==> src/ufs_pkg.sv <==
`default_nettype none

package ufs_pkg;

  // clock and timing
  localparam int unsigned CLK_HZ             = 100_000_000;
  localparam int unsigned CYCLES_PER_MS      = CLK_HZ / 1000;
  localparam int unsigned WARN_DEBOUNCE_MS   = 20;
  localparam int unsigned WARN_DEBOUNCE_CYC  = WARN_DEBOUNCE_MS * CYCLES_PER_MS;
  localparam int unsigned BUS_DEBOUNCE_MS    = 16;
  localparam int unsigned BUS_DEBOUNCE_CYC   = BUS_DEBOUNCE_MS * CYCLES_PER_MS;
  localparam int unsigned RETRY_UNIT_MS      = 8;
  localparam int unsigned RETRY_UNIT_CYC     = RETRY_UNIT_MS * CYCLES_PER_MS;
  localparam int unsigned ILIM_UNIT_MS       = 2;
  localparam int unsigned ILIM_UNIT_CYC      = ILIM_UNIT_MS * CYCLES_PER_MS;
  localparam logic [2:0]  SWITCH_OC_RUN      = 3'h4;
  localparam int unsigned CNT_W              = 24;

  // register bus
  localparam int unsigned ADDR_W = 4;
  localparam int unsigned DATA_W = 16;
  localparam logic [ADDR_W-1:0] OFS_CONTROL = 4'h0;
  localparam logic [ADDR_W-1:0] OFS_MASK    = 4'h1;
  localparam logic [ADDR_W-1:0] OFS_EVENT   = 4'h2;
  localparam logic [ADDR_W-1:0] OFS_STATUS  = 4'h3;

  // control and status register fields, reset values
  localparam int unsigned CTL_RETRY_LSB = 0;
  localparam int unsigned CTL_TRIP_BIT  = 2;
  localparam int unsigned CTL_AUTO_BIT  = 3;
  localparam int unsigned CTL_ILIM_LSB  = 4;
  localparam int unsigned STS_PIN_BIT   = 9;
  localparam int unsigned STS_CONV_BIT  = 10;
  localparam logic [1:0] RST_RETRY_SEL  = 2'h1;
  localparam logic       RST_TRIP_MODE  = 1'b0;
  localparam logic       RST_AUTO_CLEAR = 1'b1;
  localparam logic [1:0] RST_ILIM_SEL   = 2'h0;
  localparam logic [8:0] RST_MASK       = 9'h000;

  // event bit positions (same layout in flag, mask and status)
  localparam int unsigned NUM_EV     = 9;
  localparam int unsigned EV_OT_SHD  = 0;
  localparam int unsigned EV_OT_WARN = 1;
  localparam int unsigned EV_SUP_OV  = 2;
  localparam int unsigned EV_DATALINE_OVERVOLT_FLAG = 3;
  localparam int unsigned EV_BUS_OC  = 4;
  localparam int unsigned EV_OC_LV   = 5;
  localparam int unsigned EV_BUS_UV  = 6;
  localparam int unsigned EV_GND_SHT = 7;
  localparam int unsigned EV_BUS_OV  = 8;

  // action groups
  localparam logic [8:0] FAULT_PIN_EVENTS = 9'h1FD;
  localparam logic [8:0] SWITCH_OPEN_EVTS = 9'h18D;
  localparam logic [8:0] CHARGER_RST_EVTS = 9'h00C;

  // debounce counter slots
  localparam int unsigned DEB_WARN = 0;
  localparam int unsigned DEB_OC   = 1;
  localparam int unsigned DEB_OCLV = 2;
  localparam int unsigned DEB_UV   = 3;

  typedef struct packed {
    logic [1:0]             retry_sel;
    logic                   trip_mode;
    logic                   auto_clear;
    logic [1:0]             ilim_sel;
    logic [8:0]             mask;
    logic [8:0]             flag;
    logic [8:0]             det_q;
    logic [8:0]             act;
    logic [3:0][CNT_W-1:0]  deb_cnt;
    logic [2:0]             sw_run;
    logic [CNT_W-1:0]       retry_cnt;
    logic [DATA_W-1:0]      rdata;
  } ufs_state_type;

endpackage

`default_nettype wire

==> src/ufs_supervisor.sv <==
// The address map and the strobed register port were decided locally.
`default_nettype none

module ufs_supervisor #(
  parameter int unsigned WARN_DEB_CYCLES = ufs_pkg::WARN_DEBOUNCE_CYC, // 20 ms warning filter
  parameter int unsigned BUS_DEB_CYCLES  = ufs_pkg::BUS_DEBOUNCE_CYC,  // 16 ms bus filter
  parameter int unsigned RETRY_UNIT      = ufs_pkg::RETRY_UNIT_CYC,    // retry step
  parameter int unsigned ILIM_UNIT       = ufs_pkg::ILIM_UNIT_CYC      // current limit step
) (
  input  wire logic                       i_clk,            // 100 MHz clock
  input  wire logic                       i_reset_n,        // async reset, active low
  input  wire logic [ufs_pkg::ADDR_W-1:0] i_addr,           // register address
  input  wire logic [ufs_pkg::DATA_W-1:0] i_wdata,          // register write data
  input  wire logic                       i_wr,             // write strobe
  input  wire logic                       i_rd,             // read strobe
  output logic      [ufs_pkg::DATA_W-1:0] o_rdata,          // read data, cycle after i_rd
  input  wire logic                       i_overtemp,       // die over shutdown limit
  input  wire logic                       i_overtemp_warn,  // die over warning limit
  input  wire logic                       i_supply_ov,      // input supply overvoltage
  input  wire logic                       i_dataline_ov,    // protected data lines overvoltage
  input  wire logic                       i_bus_oc,         // bus dc overcurrent
  input  wire logic                       i_sense_low,      // load sense below 4.38 V
  input  wire logic                       i_sense_short,    // load sense below 2 V
  input  wire logic                       i_sense_ov,       // load sense overvoltage
  input  wire logic                       i_switch_cycle,   // one pulse per converter cycle
  input  wire logic                       i_switch_node_oc, // switch node overcurrent
  input  wire logic                       i_fault_in,       // level seen on the fault pin
  output logic                            o_fault_out,      // fault pin drive value
  output logic                            o_fault_oe_n,     // low while pulling fault pin low
  output logic                            o_irq,            // interrupt, active high level
  output logic                            o_converter_en,   // converter allowed to run
  output logic                            o_data_switch_en, // data switches closed
  output logic                            o_host_pullup_en, // host pull-up enabled
  output logic                            o_charger_reset   // hold charger emulation in reset
);

  ufs_pkg::ufs_state_type state;       // all registered state
  ufs_pkg::ufs_state_type next_state;  // next value of the state

  // combinational helpers
  logic [8:0]                 raw;          // qualified conditions, slow ones taken after their filters
  logic [8:0]                 det;          // debounced, reportable conditions
  logic [3:0]                 deb_in;       // inputs of the four filters
  logic [3:0][ufs_pkg::CNT_W-1:0] deb_tgt;  // filter lengths
  logic [3:0]                 deb_done;     // filter reached its length
  logic [ufs_pkg::CNT_W-1:0]  ilim_cyc;     // extra current limit delay
  logic [ufs_pkg::CNT_W-1:0]  retry_tgt;    // retry delay in cycles
  logic [8:0]                 stop_evts;    // events that stop the converter
  logic [8:0]                 sd_evts;      // events that do not keep the retry loaded while they persist
  logic                       hold_retry;   // some condition keeps the retry loaded
  logic                       rd_event;     // event register read this cycle
  logic                       switch_short; // switch node overcurrent run complete
  logic [8:0]                 rise;         // newly seen conditions

  // current limit delay scales with its setting, zero at setting 0
  assign ilim_cyc  = ufs_pkg::CNT_W'(ILIM_UNIT * state.ilim_sel);
  // retry delay doubles per setting step
  assign retry_tgt = ufs_pkg::CNT_W'(RETRY_UNIT << state.retry_sel);

  // filter lengths, long ones are parameters so simulation can shorten them
  always_comb
  begin
    deb_tgt[ufs_pkg::DEB_WARN] = ufs_pkg::CNT_W'(WARN_DEB_CYCLES);
    deb_tgt[ufs_pkg::DEB_OC]   = ufs_pkg::CNT_W'(BUS_DEB_CYCLES) + ilim_cyc;
    deb_tgt[ufs_pkg::DEB_OCLV] = ufs_pkg::CNT_W'(BUS_DEB_CYCLES) + ilim_cyc;
    deb_tgt[ufs_pkg::DEB_UV]   = ufs_pkg::CNT_W'(BUS_DEB_CYCLES);
  end

  // inputs of the four slow filters
  assign deb_in[ufs_pkg::DEB_WARN] = i_overtemp_warn;
  assign deb_in[ufs_pkg::DEB_OC]   = i_bus_oc;
  assign deb_in[ufs_pkg::DEB_OCLV] = i_bus_oc & i_sense_low;
  assign deb_in[ufs_pkg::DEB_UV]   = i_sense_low;

  // a filter only reports once its input has stayed for the whole length
  always_comb
  begin
    for (int k = 0; k < 4; k++)
    begin
      deb_done[k] = deb_in[k] && (state.deb_cnt[k] >= deb_tgt[k]);
    end
  end

  // four consecutive converter cycles with switch node overcurrent
  assign switch_short = (state.sw_run == ufs_pkg::SWITCH_OC_RUN);

  // condition vector; immediate ones pass straight through
  always_comb
  begin
    raw                         = '0;
    raw[ufs_pkg::EV_OT_SHD]     = i_overtemp;
    raw[ufs_pkg::EV_OT_WARN]    = deb_done[ufs_pkg::DEB_WARN];
    raw[ufs_pkg::EV_SUP_OV]     = i_supply_ov;
    raw[ufs_pkg::EV_DATALINE_OVERVOLT_FLAG]    = i_dataline_ov;
    raw[ufs_pkg::EV_BUS_OC]     = deb_done[ufs_pkg::DEB_OC];
    raw[ufs_pkg::EV_OC_LV]      = deb_done[ufs_pkg::DEB_OCLV];
    raw[ufs_pkg::EV_BUS_UV]     = deb_done[ufs_pkg::DEB_UV];
    raw[ufs_pkg::EV_GND_SHT]    = (i_bus_oc | switch_short) & i_sense_short;
    raw[ufs_pkg::EV_BUS_OV]     = i_sense_ov;
    det                         = raw;
  end

  // action groups that depend on the trip mode
  always_comb
  begin
    stop_evts = ufs_pkg::SWITCH_OPEN_EVTS;
    sd_evts   = '0;
    sd_evts[ufs_pkg::EV_GND_SHT] = 1'b1;
    if (!state.trip_mode)
    begin
      // mode 0: combined event shuts down; its retry waits for bus overcurrent and undervoltage to clear
      stop_evts[ufs_pkg::EV_OC_LV] = 1'b1;
      sd_evts[ufs_pkg::EV_OC_LV]   = 1'b1;
    end
    else
    begin
      // mode 1: combined event only reports, converter keeps running
      stop_evts[ufs_pkg::EV_OC_LV] = 1'b0;
    end
  end

  // retry stays loaded while a condition persists, except where the
  // retry is defined to start at shutdown; a new condition also reloads
  assign hold_retry = |(det & ~sd_evts) | |(det & ~state.act);

  assign rd_event = i_rd && (i_addr == ufs_pkg::OFS_EVENT);
  assign rise     = det & ~state.det_q;

  // next state
  always_comb
  begin
    next_state = state;

    // slow filters count while their input holds and restart when it drops
    for (int k = 0; k < 4; k++)
    begin
      if (!deb_in[k])
      begin
        next_state.deb_cnt[k] = '0;
      end
      else if (state.deb_cnt[k] < deb_tgt[k])
      begin
        next_state.deb_cnt[k] = state.deb_cnt[k] + 1'b1;
      end
    end

    // consecutive switch node overcurrent cycles, saturating at the run length
    if (i_switch_cycle)
    begin
      if (!i_switch_node_oc)
      begin
        next_state.sw_run = '0;
      end
      else if (state.sw_run != ufs_pkg::SWITCH_OC_RUN)
      begin
        next_state.sw_run = state.sw_run + 3'h1;
      end
    end

    next_state.det_q = det;

    // active faults latch and are released only after the retry delay
    if (hold_retry)
    begin
      next_state.retry_cnt = retry_tgt;
      next_state.act       = state.act | det;
    end
    else if (state.act != '0 && state.retry_cnt != '0)
    begin
      next_state.retry_cnt = state.retry_cnt - 1'b1;
      next_state.act       = state.act | det;
    end
    else
    begin
      // delay over: recover everything no longer detected
      next_state.act = det;
    end

    // event flags: a persisting condition comes back the cycle after the
    // read, so the interrupt visibly drops for one cycle; a new edge in
    // the read cycle wins over the clear and is not lost
    if (rd_event)
    begin
      next_state.flag = rise;
    end
    else
    begin
      next_state.flag = state.flag | det;
    end
    // auto clear: flag also drops once its fault is fully recovered
    if (state.auto_clear && !rd_event)
    begin
      next_state.flag = next_state.flag & (state.act | det);
    end

    // register writes
    if (i_wr)
    begin
      case (i_addr)
        ufs_pkg::OFS_CONTROL:
        begin
          next_state.retry_sel  = i_wdata[ufs_pkg::CTL_RETRY_LSB +: 2];
          next_state.trip_mode  = i_wdata[ufs_pkg::CTL_TRIP_BIT];
          next_state.auto_clear = i_wdata[ufs_pkg::CTL_AUTO_BIT];
          next_state.ilim_sel   = i_wdata[ufs_pkg::CTL_ILIM_LSB +: 2];
        end
        ufs_pkg::OFS_MASK:
        begin
          next_state.mask = i_wdata[ufs_pkg::NUM_EV-1:0];
        end
        default:
        begin
          // event and status are read only; unmapped writes are dropped
        end
      endcase
    end

    // register reads, answered in the following cycle only
    next_state.rdata = '0;
    if (i_rd)
    begin
      case (i_addr)
        ufs_pkg::OFS_CONTROL:
        begin
          next_state.rdata[ufs_pkg::CTL_RETRY_LSB +: 2] = state.retry_sel;
          next_state.rdata[ufs_pkg::CTL_TRIP_BIT]       = state.trip_mode;
          next_state.rdata[ufs_pkg::CTL_AUTO_BIT]       = state.auto_clear;
          next_state.rdata[ufs_pkg::CTL_ILIM_LSB +: 2]  = state.ilim_sel;
        end
        ufs_pkg::OFS_MASK:
        begin
          next_state.rdata[ufs_pkg::NUM_EV-1:0] = state.mask;
        end
        ufs_pkg::OFS_EVENT:
        begin
          // value before the clear is returned
          next_state.rdata[ufs_pkg::NUM_EV-1:0] = state.flag;
        end
        ufs_pkg::OFS_STATUS:
        begin
          next_state.rdata[ufs_pkg::NUM_EV-1:0]  = state.act;
          next_state.rdata[ufs_pkg::STS_PIN_BIT]  = i_fault_in;
          next_state.rdata[ufs_pkg::STS_CONV_BIT] = ~|(state.act & stop_evts);
        end
        default:
        begin
          // unmapped address reads zero
          next_state.rdata = '0;
        end
      endcase
    end
  end

  // single state register; reset takes constants only
  always_ff @(posedge i_clk or negedge i_reset_n)
  begin
    if (!i_reset_n)
    begin
      state            <= '0;
      state.retry_sel  <= ufs_pkg::RST_RETRY_SEL;
      state.trip_mode  <= ufs_pkg::RST_TRIP_MODE;
      state.auto_clear <= ufs_pkg::RST_AUTO_CLEAR;
      state.ilim_sel   <= ufs_pkg::RST_ILIM_SEL;
      state.mask       <= ufs_pkg::RST_MASK;
    end
    else
    begin
      state <= next_state;
    end
  end

  // outputs derive from registered state only
  assign o_rdata = state.rdata;

  // open drain: value always low, enable low while pulling; the mask
  // is not looked at here so software cannot hide a fault from the hub
  assign o_fault_out  = 1'b0;
  assign o_fault_oe_n = ~|(state.act & ufs_pkg::FAULT_PIN_EVENTS);

  // interrupt is a level of enabled flags only
  assign o_irq = |(state.flag & state.mask);

  // recovery actions are held off until the retry releases the event
  assign o_converter_en   = ~|(state.act & stop_evts);
  assign o_data_switch_en = ~|(state.act & ufs_pkg::SWITCH_OPEN_EVTS);
  assign o_host_pullup_en = ~state.act[ufs_pkg::EV_OT_SHD];
  assign o_charger_reset  = |(state.act & ufs_pkg::CHARGER_RST_EVTS);

endmodule

`default_nettype wire

==> config.mk <==
export PLATFORM = sky130hd
export DESIGN_NAME = ufs_supervisor
export DESIGN_NICKNAME = d
export VERILOG_FILES = /design/src/ufs_pkg.sv /design/src/ufs_supervisor.sv
export SDC_FILE = /design/constraint.sdc
export NUM_CORES = 1
export LEC_CHECK = 0
export BUFFER_PORTS_ARGS = -buffer_cell sky130_fd_sc_hd__buf_2
export CAP_MARGIN = 10
export CORE_MARGIN = 2
export CORE_UTILIZATION = 40
export DETAILED_ROUTE_END_ITERATION = 7
export PLACE_DENSITY = 0.56
export SLEW_MARGIN = 0
export SYNTH_ARGS = -nofsm -noshare
export SYNTH_HDL_FRONTEND = slang
export SYNTH_SLANG_ARGS = --single-unit
==> constraint.sdc <==
create_clock -name i_clk -period 2.7 [get_ports i_clk]
set_input_delay 0.135 -clock i_clk [delete_from_list [all_inputs] [get_ports i_clk]]
set_output_delay 0.135 -clock i_clk [all_outputs]
set_load 0.01 [all_outputs]
==> key figures <==
Yosys
  – Number of distinct library cells after synthesis: 81
  – Synth warnings: 0
  – Cells after synthesis: 975
  – Post-Syn Area: 9844 um^2
  – Synthesized area per cell: 10.10 um^2
  – EDFF count, synth: 0
  – Synth Register Bits: 176
  – Sequential-to-total area share from yosys stat: 0.4476
  – Async set or reset register ratio after synthesis: 1.000
  – Top FF cell, synth: dfrtp_1

Run status
  – Failing checks: negative setup slack
  – Outcome: finished, violations left

Layout
  – Fin util: 0.5093
  – Antenna Cells: 0
  – Filler cell count: 2168
  – Most common cell after layout, fill and taps aside: dfrtp_1
  – Non-filler cells, final: 1447
  – Final #Nets: 1190
  – Reg area: 4409 um^2
  – Footprint of the multi-input gates: 5563 um^2
  – Commonest cells after routing, fill and taps aside: 172 x dfrtp_1, 68 x nor2_1, 67 x buf_4, 58 x nand2_1, 52 x xnor2_1
  – Layout cell share with drive strength beyond 1: 0.2609
  – Area Growth Syn to Fin: 25.44%

Drt
  – Routed len/inst: 15.83 um
  – DRT Pass-1 Iters: 7
  – Detailed Route Iter0 Violations: 455
  – Via count: 7431
  – Drt drc: 0
  – Drt total wl: 22900 um
  – Post-route ant nets: 0
  – Vias/cell: 5.135

Clocking
  – Clock slew at reported path FFs: 0.07 ns
  – Clock root cell: clkbuf_16
  – H-tree depth: 4
  – CTS buffer count: 17
  – Clock buffer depth: 2
  – Skew-Pair Late Insertion Delay: 0.43 ns
  – CTS tree: done
  – Clock sinks: 176

Critical path
  – Worst stage delay on the critical path: 0.46 ns
  – Critical Path Start Type: flop
  – R2R Path End: state[105]
  – Crit-path cells: ha_4 -> ha_4 -> or3b_4 -> nor4_4 -> nand3_2 -> buf_4 -> o2111ai_4 -> buf_6 -> nor3_1 -> xnor2_1 -> nor2_1
  – Critical Path Slowest Stage Cell: dfrtp_2
  – CP endpoint kind: flop
  – CP arrival: 3.13 ns
  – R2R setup slack: -0.12 ns
  – Most numerous cell on the critical path: ha_4
  – Reg2Reg Depth: 11
  – Crit path max fanout: 7
  – R2R Path Start: state[176]
  – Required @ worst endpoint: 3.01 ns
  – Setup CP Type: flop to flop

Min path
  – Worst min-delay path endpoint: o_rdata[1]
  – Hold depth: 2
  – Hold WC Path Type: input port to flop
  – Worst Hold Launch: i_rd

Timing
  – Final Max Tran Viols: 0
  – Fin. Hold Viols: 0
  – Worst setup margin: -0.1207 ns
  – Maximum clock frequency: 354.5 MHz
  – Final min period: 2.821 ns
  – Setup violations, final: 26
  – Post-Route Setup TNS: -0.6844 ns
  – WHS: 0.02569 ns
  – RSZ-0062 raised after global routing: true
  – Relative slew slack: 0.1398
  – Fin crit share: 1.045
  – Worst Max-Slew Pin Slew: 1.280 ns
  – Clk_skew: 0.01391 ns

Die
  – Row cnt: 57
  – Die Wd: 160.9 um
  – IO Count: 58
  – Die height: 160.9 um
  – Die area: 25880 um^2
  – Initial Util: 0.4060
  – Core area: 24250 um^2

Global route
  – Largest net degree at the start of global routing: 66
  – Number of global-route vias before repair: 7350
  – Initial antenna violation count: 0
  – Total track usage: 0.1791
  – First-pass GRT wire length: 37830 um
  – Overflow after GRT: 0

Power
  – Pwr Density: 549.8 nW/um^2
  – P_leak: 0.005407 uW
  – Peak supply drop: 0.0003877 V

Placement
  – Place WS: -0.2036 ns
  – Port Buf Inserts: 44
  – Hpwl dp: 15410 um
  – Placed instance count: 1373
  – Routability cong.: 0.8402

Flow run
  – Number of max-cap violations: 0
[cells in the mapped netlist, types with 8 or more instances]
library cell  number  area share
a21oi_1           25       0.013
and2_1            40       0.025
and3_1            26       0.017
and4_1            10      0.0089
buf_4             17       0.013
clkbuf_1          19      0.0072
dfrtp_1          174        0.44
ha_1              45       0.057
inv_1             47       0.018
mux2_2            19       0.022
mux2i_1           10       0.010
nand2_1           64       0.024
nand2b_1           8      0.0051
nand3_1           43       0.022
nand4_1           19       0.012
nor2_1            71       0.027
nor2b_1           10      0.0064
nor3_1            25       0.013
nor4_1            10      0.0064
o211ai_1          10      0.0076
o21a_1            10      0.0076
o21ai_0           47       0.024
or3_1             18       0.011
or4_1             12      0.0092
xnor2_1           57       0.051
xor2_1            31       0.028
[report_power, final]
part | leakage, uW | internal (uW) | switching, uW
registers | 0.00231 | 2800 | 170
clock network | 0.000286 | 1340 | 1100
logic | 0.00281 | 694 | 676
[through the flow]
stage	total power, uW	area [um^2]
3_5_place_dp	4157	10820
2_1_floorplan	3734	9916
3_3_place_gp	4148	10820
5_1_grt	7140	12350
6_report	6789	12350
4_1_cts	6722	11880
[logic make-up (layout without fill, tap and decap cells)]
kind of cell               Yosys count  in the layout  share of synthesized area
and+or+nand+nor                    390            392                     0.2196
DFF                                176            176                     0.4476
other                                1              6                  0.0003809
xor gates and xnor gates            88             88                    0.07829
buffers and inverters               93            234                    0.04703
adders and majority gates           48             48                    0.06037
AOI/OAI and AO/OA                  143            143                    0.09952
muxes                               36             36                    0.04715
[cell type report]
cell class / instances / area share
clock buffers: 20 / 0.03698
clock inverters: 12 / 0.01033
inverters: 49 / 0.01530
multi-input cells: 713 / 0.4505
flip-flops and latches: 176 / 0.3570
well taps: 324 / 0.03283
repair buffers: 153 / 0.09706
[what timing repair did]
item	in CTS	in global routing
gates resized for setup	41	63
setup endpoints to repair	68	76
pin swaps	23	25
cloned	0	3
buffers inserted	9	12
hold endpoints to repair	91	0
hold buffers	19	0
[how the worst max path moves through the flow]
stage	depth (start not counted)	slack, ns	to	start
after floorplan	11	-0.11	state[34]	state[176]
after global placement	11	-0.16	state[77]	state[175]
after detailed placement	11	-0.20	state[72]	state[175]
after CTS	13	-0.08	state[72]	state[175]
after global routing	11	-0.24	state[105]	state[176]
final	11	-0.12	state[105]	state[176]
[layer usage]
metal,up-vias,global-route usage,part of all wire
li1,3698,-,-
met1,3589,0.2660,0.50
met2,123,0.2692,0.45
met3,21,0.03228,0.034
met4,0,0.04748,0.017
met5,-,0,0
[state kept, by name, summed over array words and instances, names as in the netlist]
register and flops:
o_rdata 11, state 165
[critical path, delay by kind of cell (launching register included)]
kind | cells | cell delay, ns
xor+xnor | 1 | 0.14
compound gates | 1 | 0.26
simple gates | 5 | 0.98
fa+ha+maj | 2 | 0.48
buf+inv | 2 | 0.37
flops | 1 | 0.46
Power figures use the tool's default switching activity.
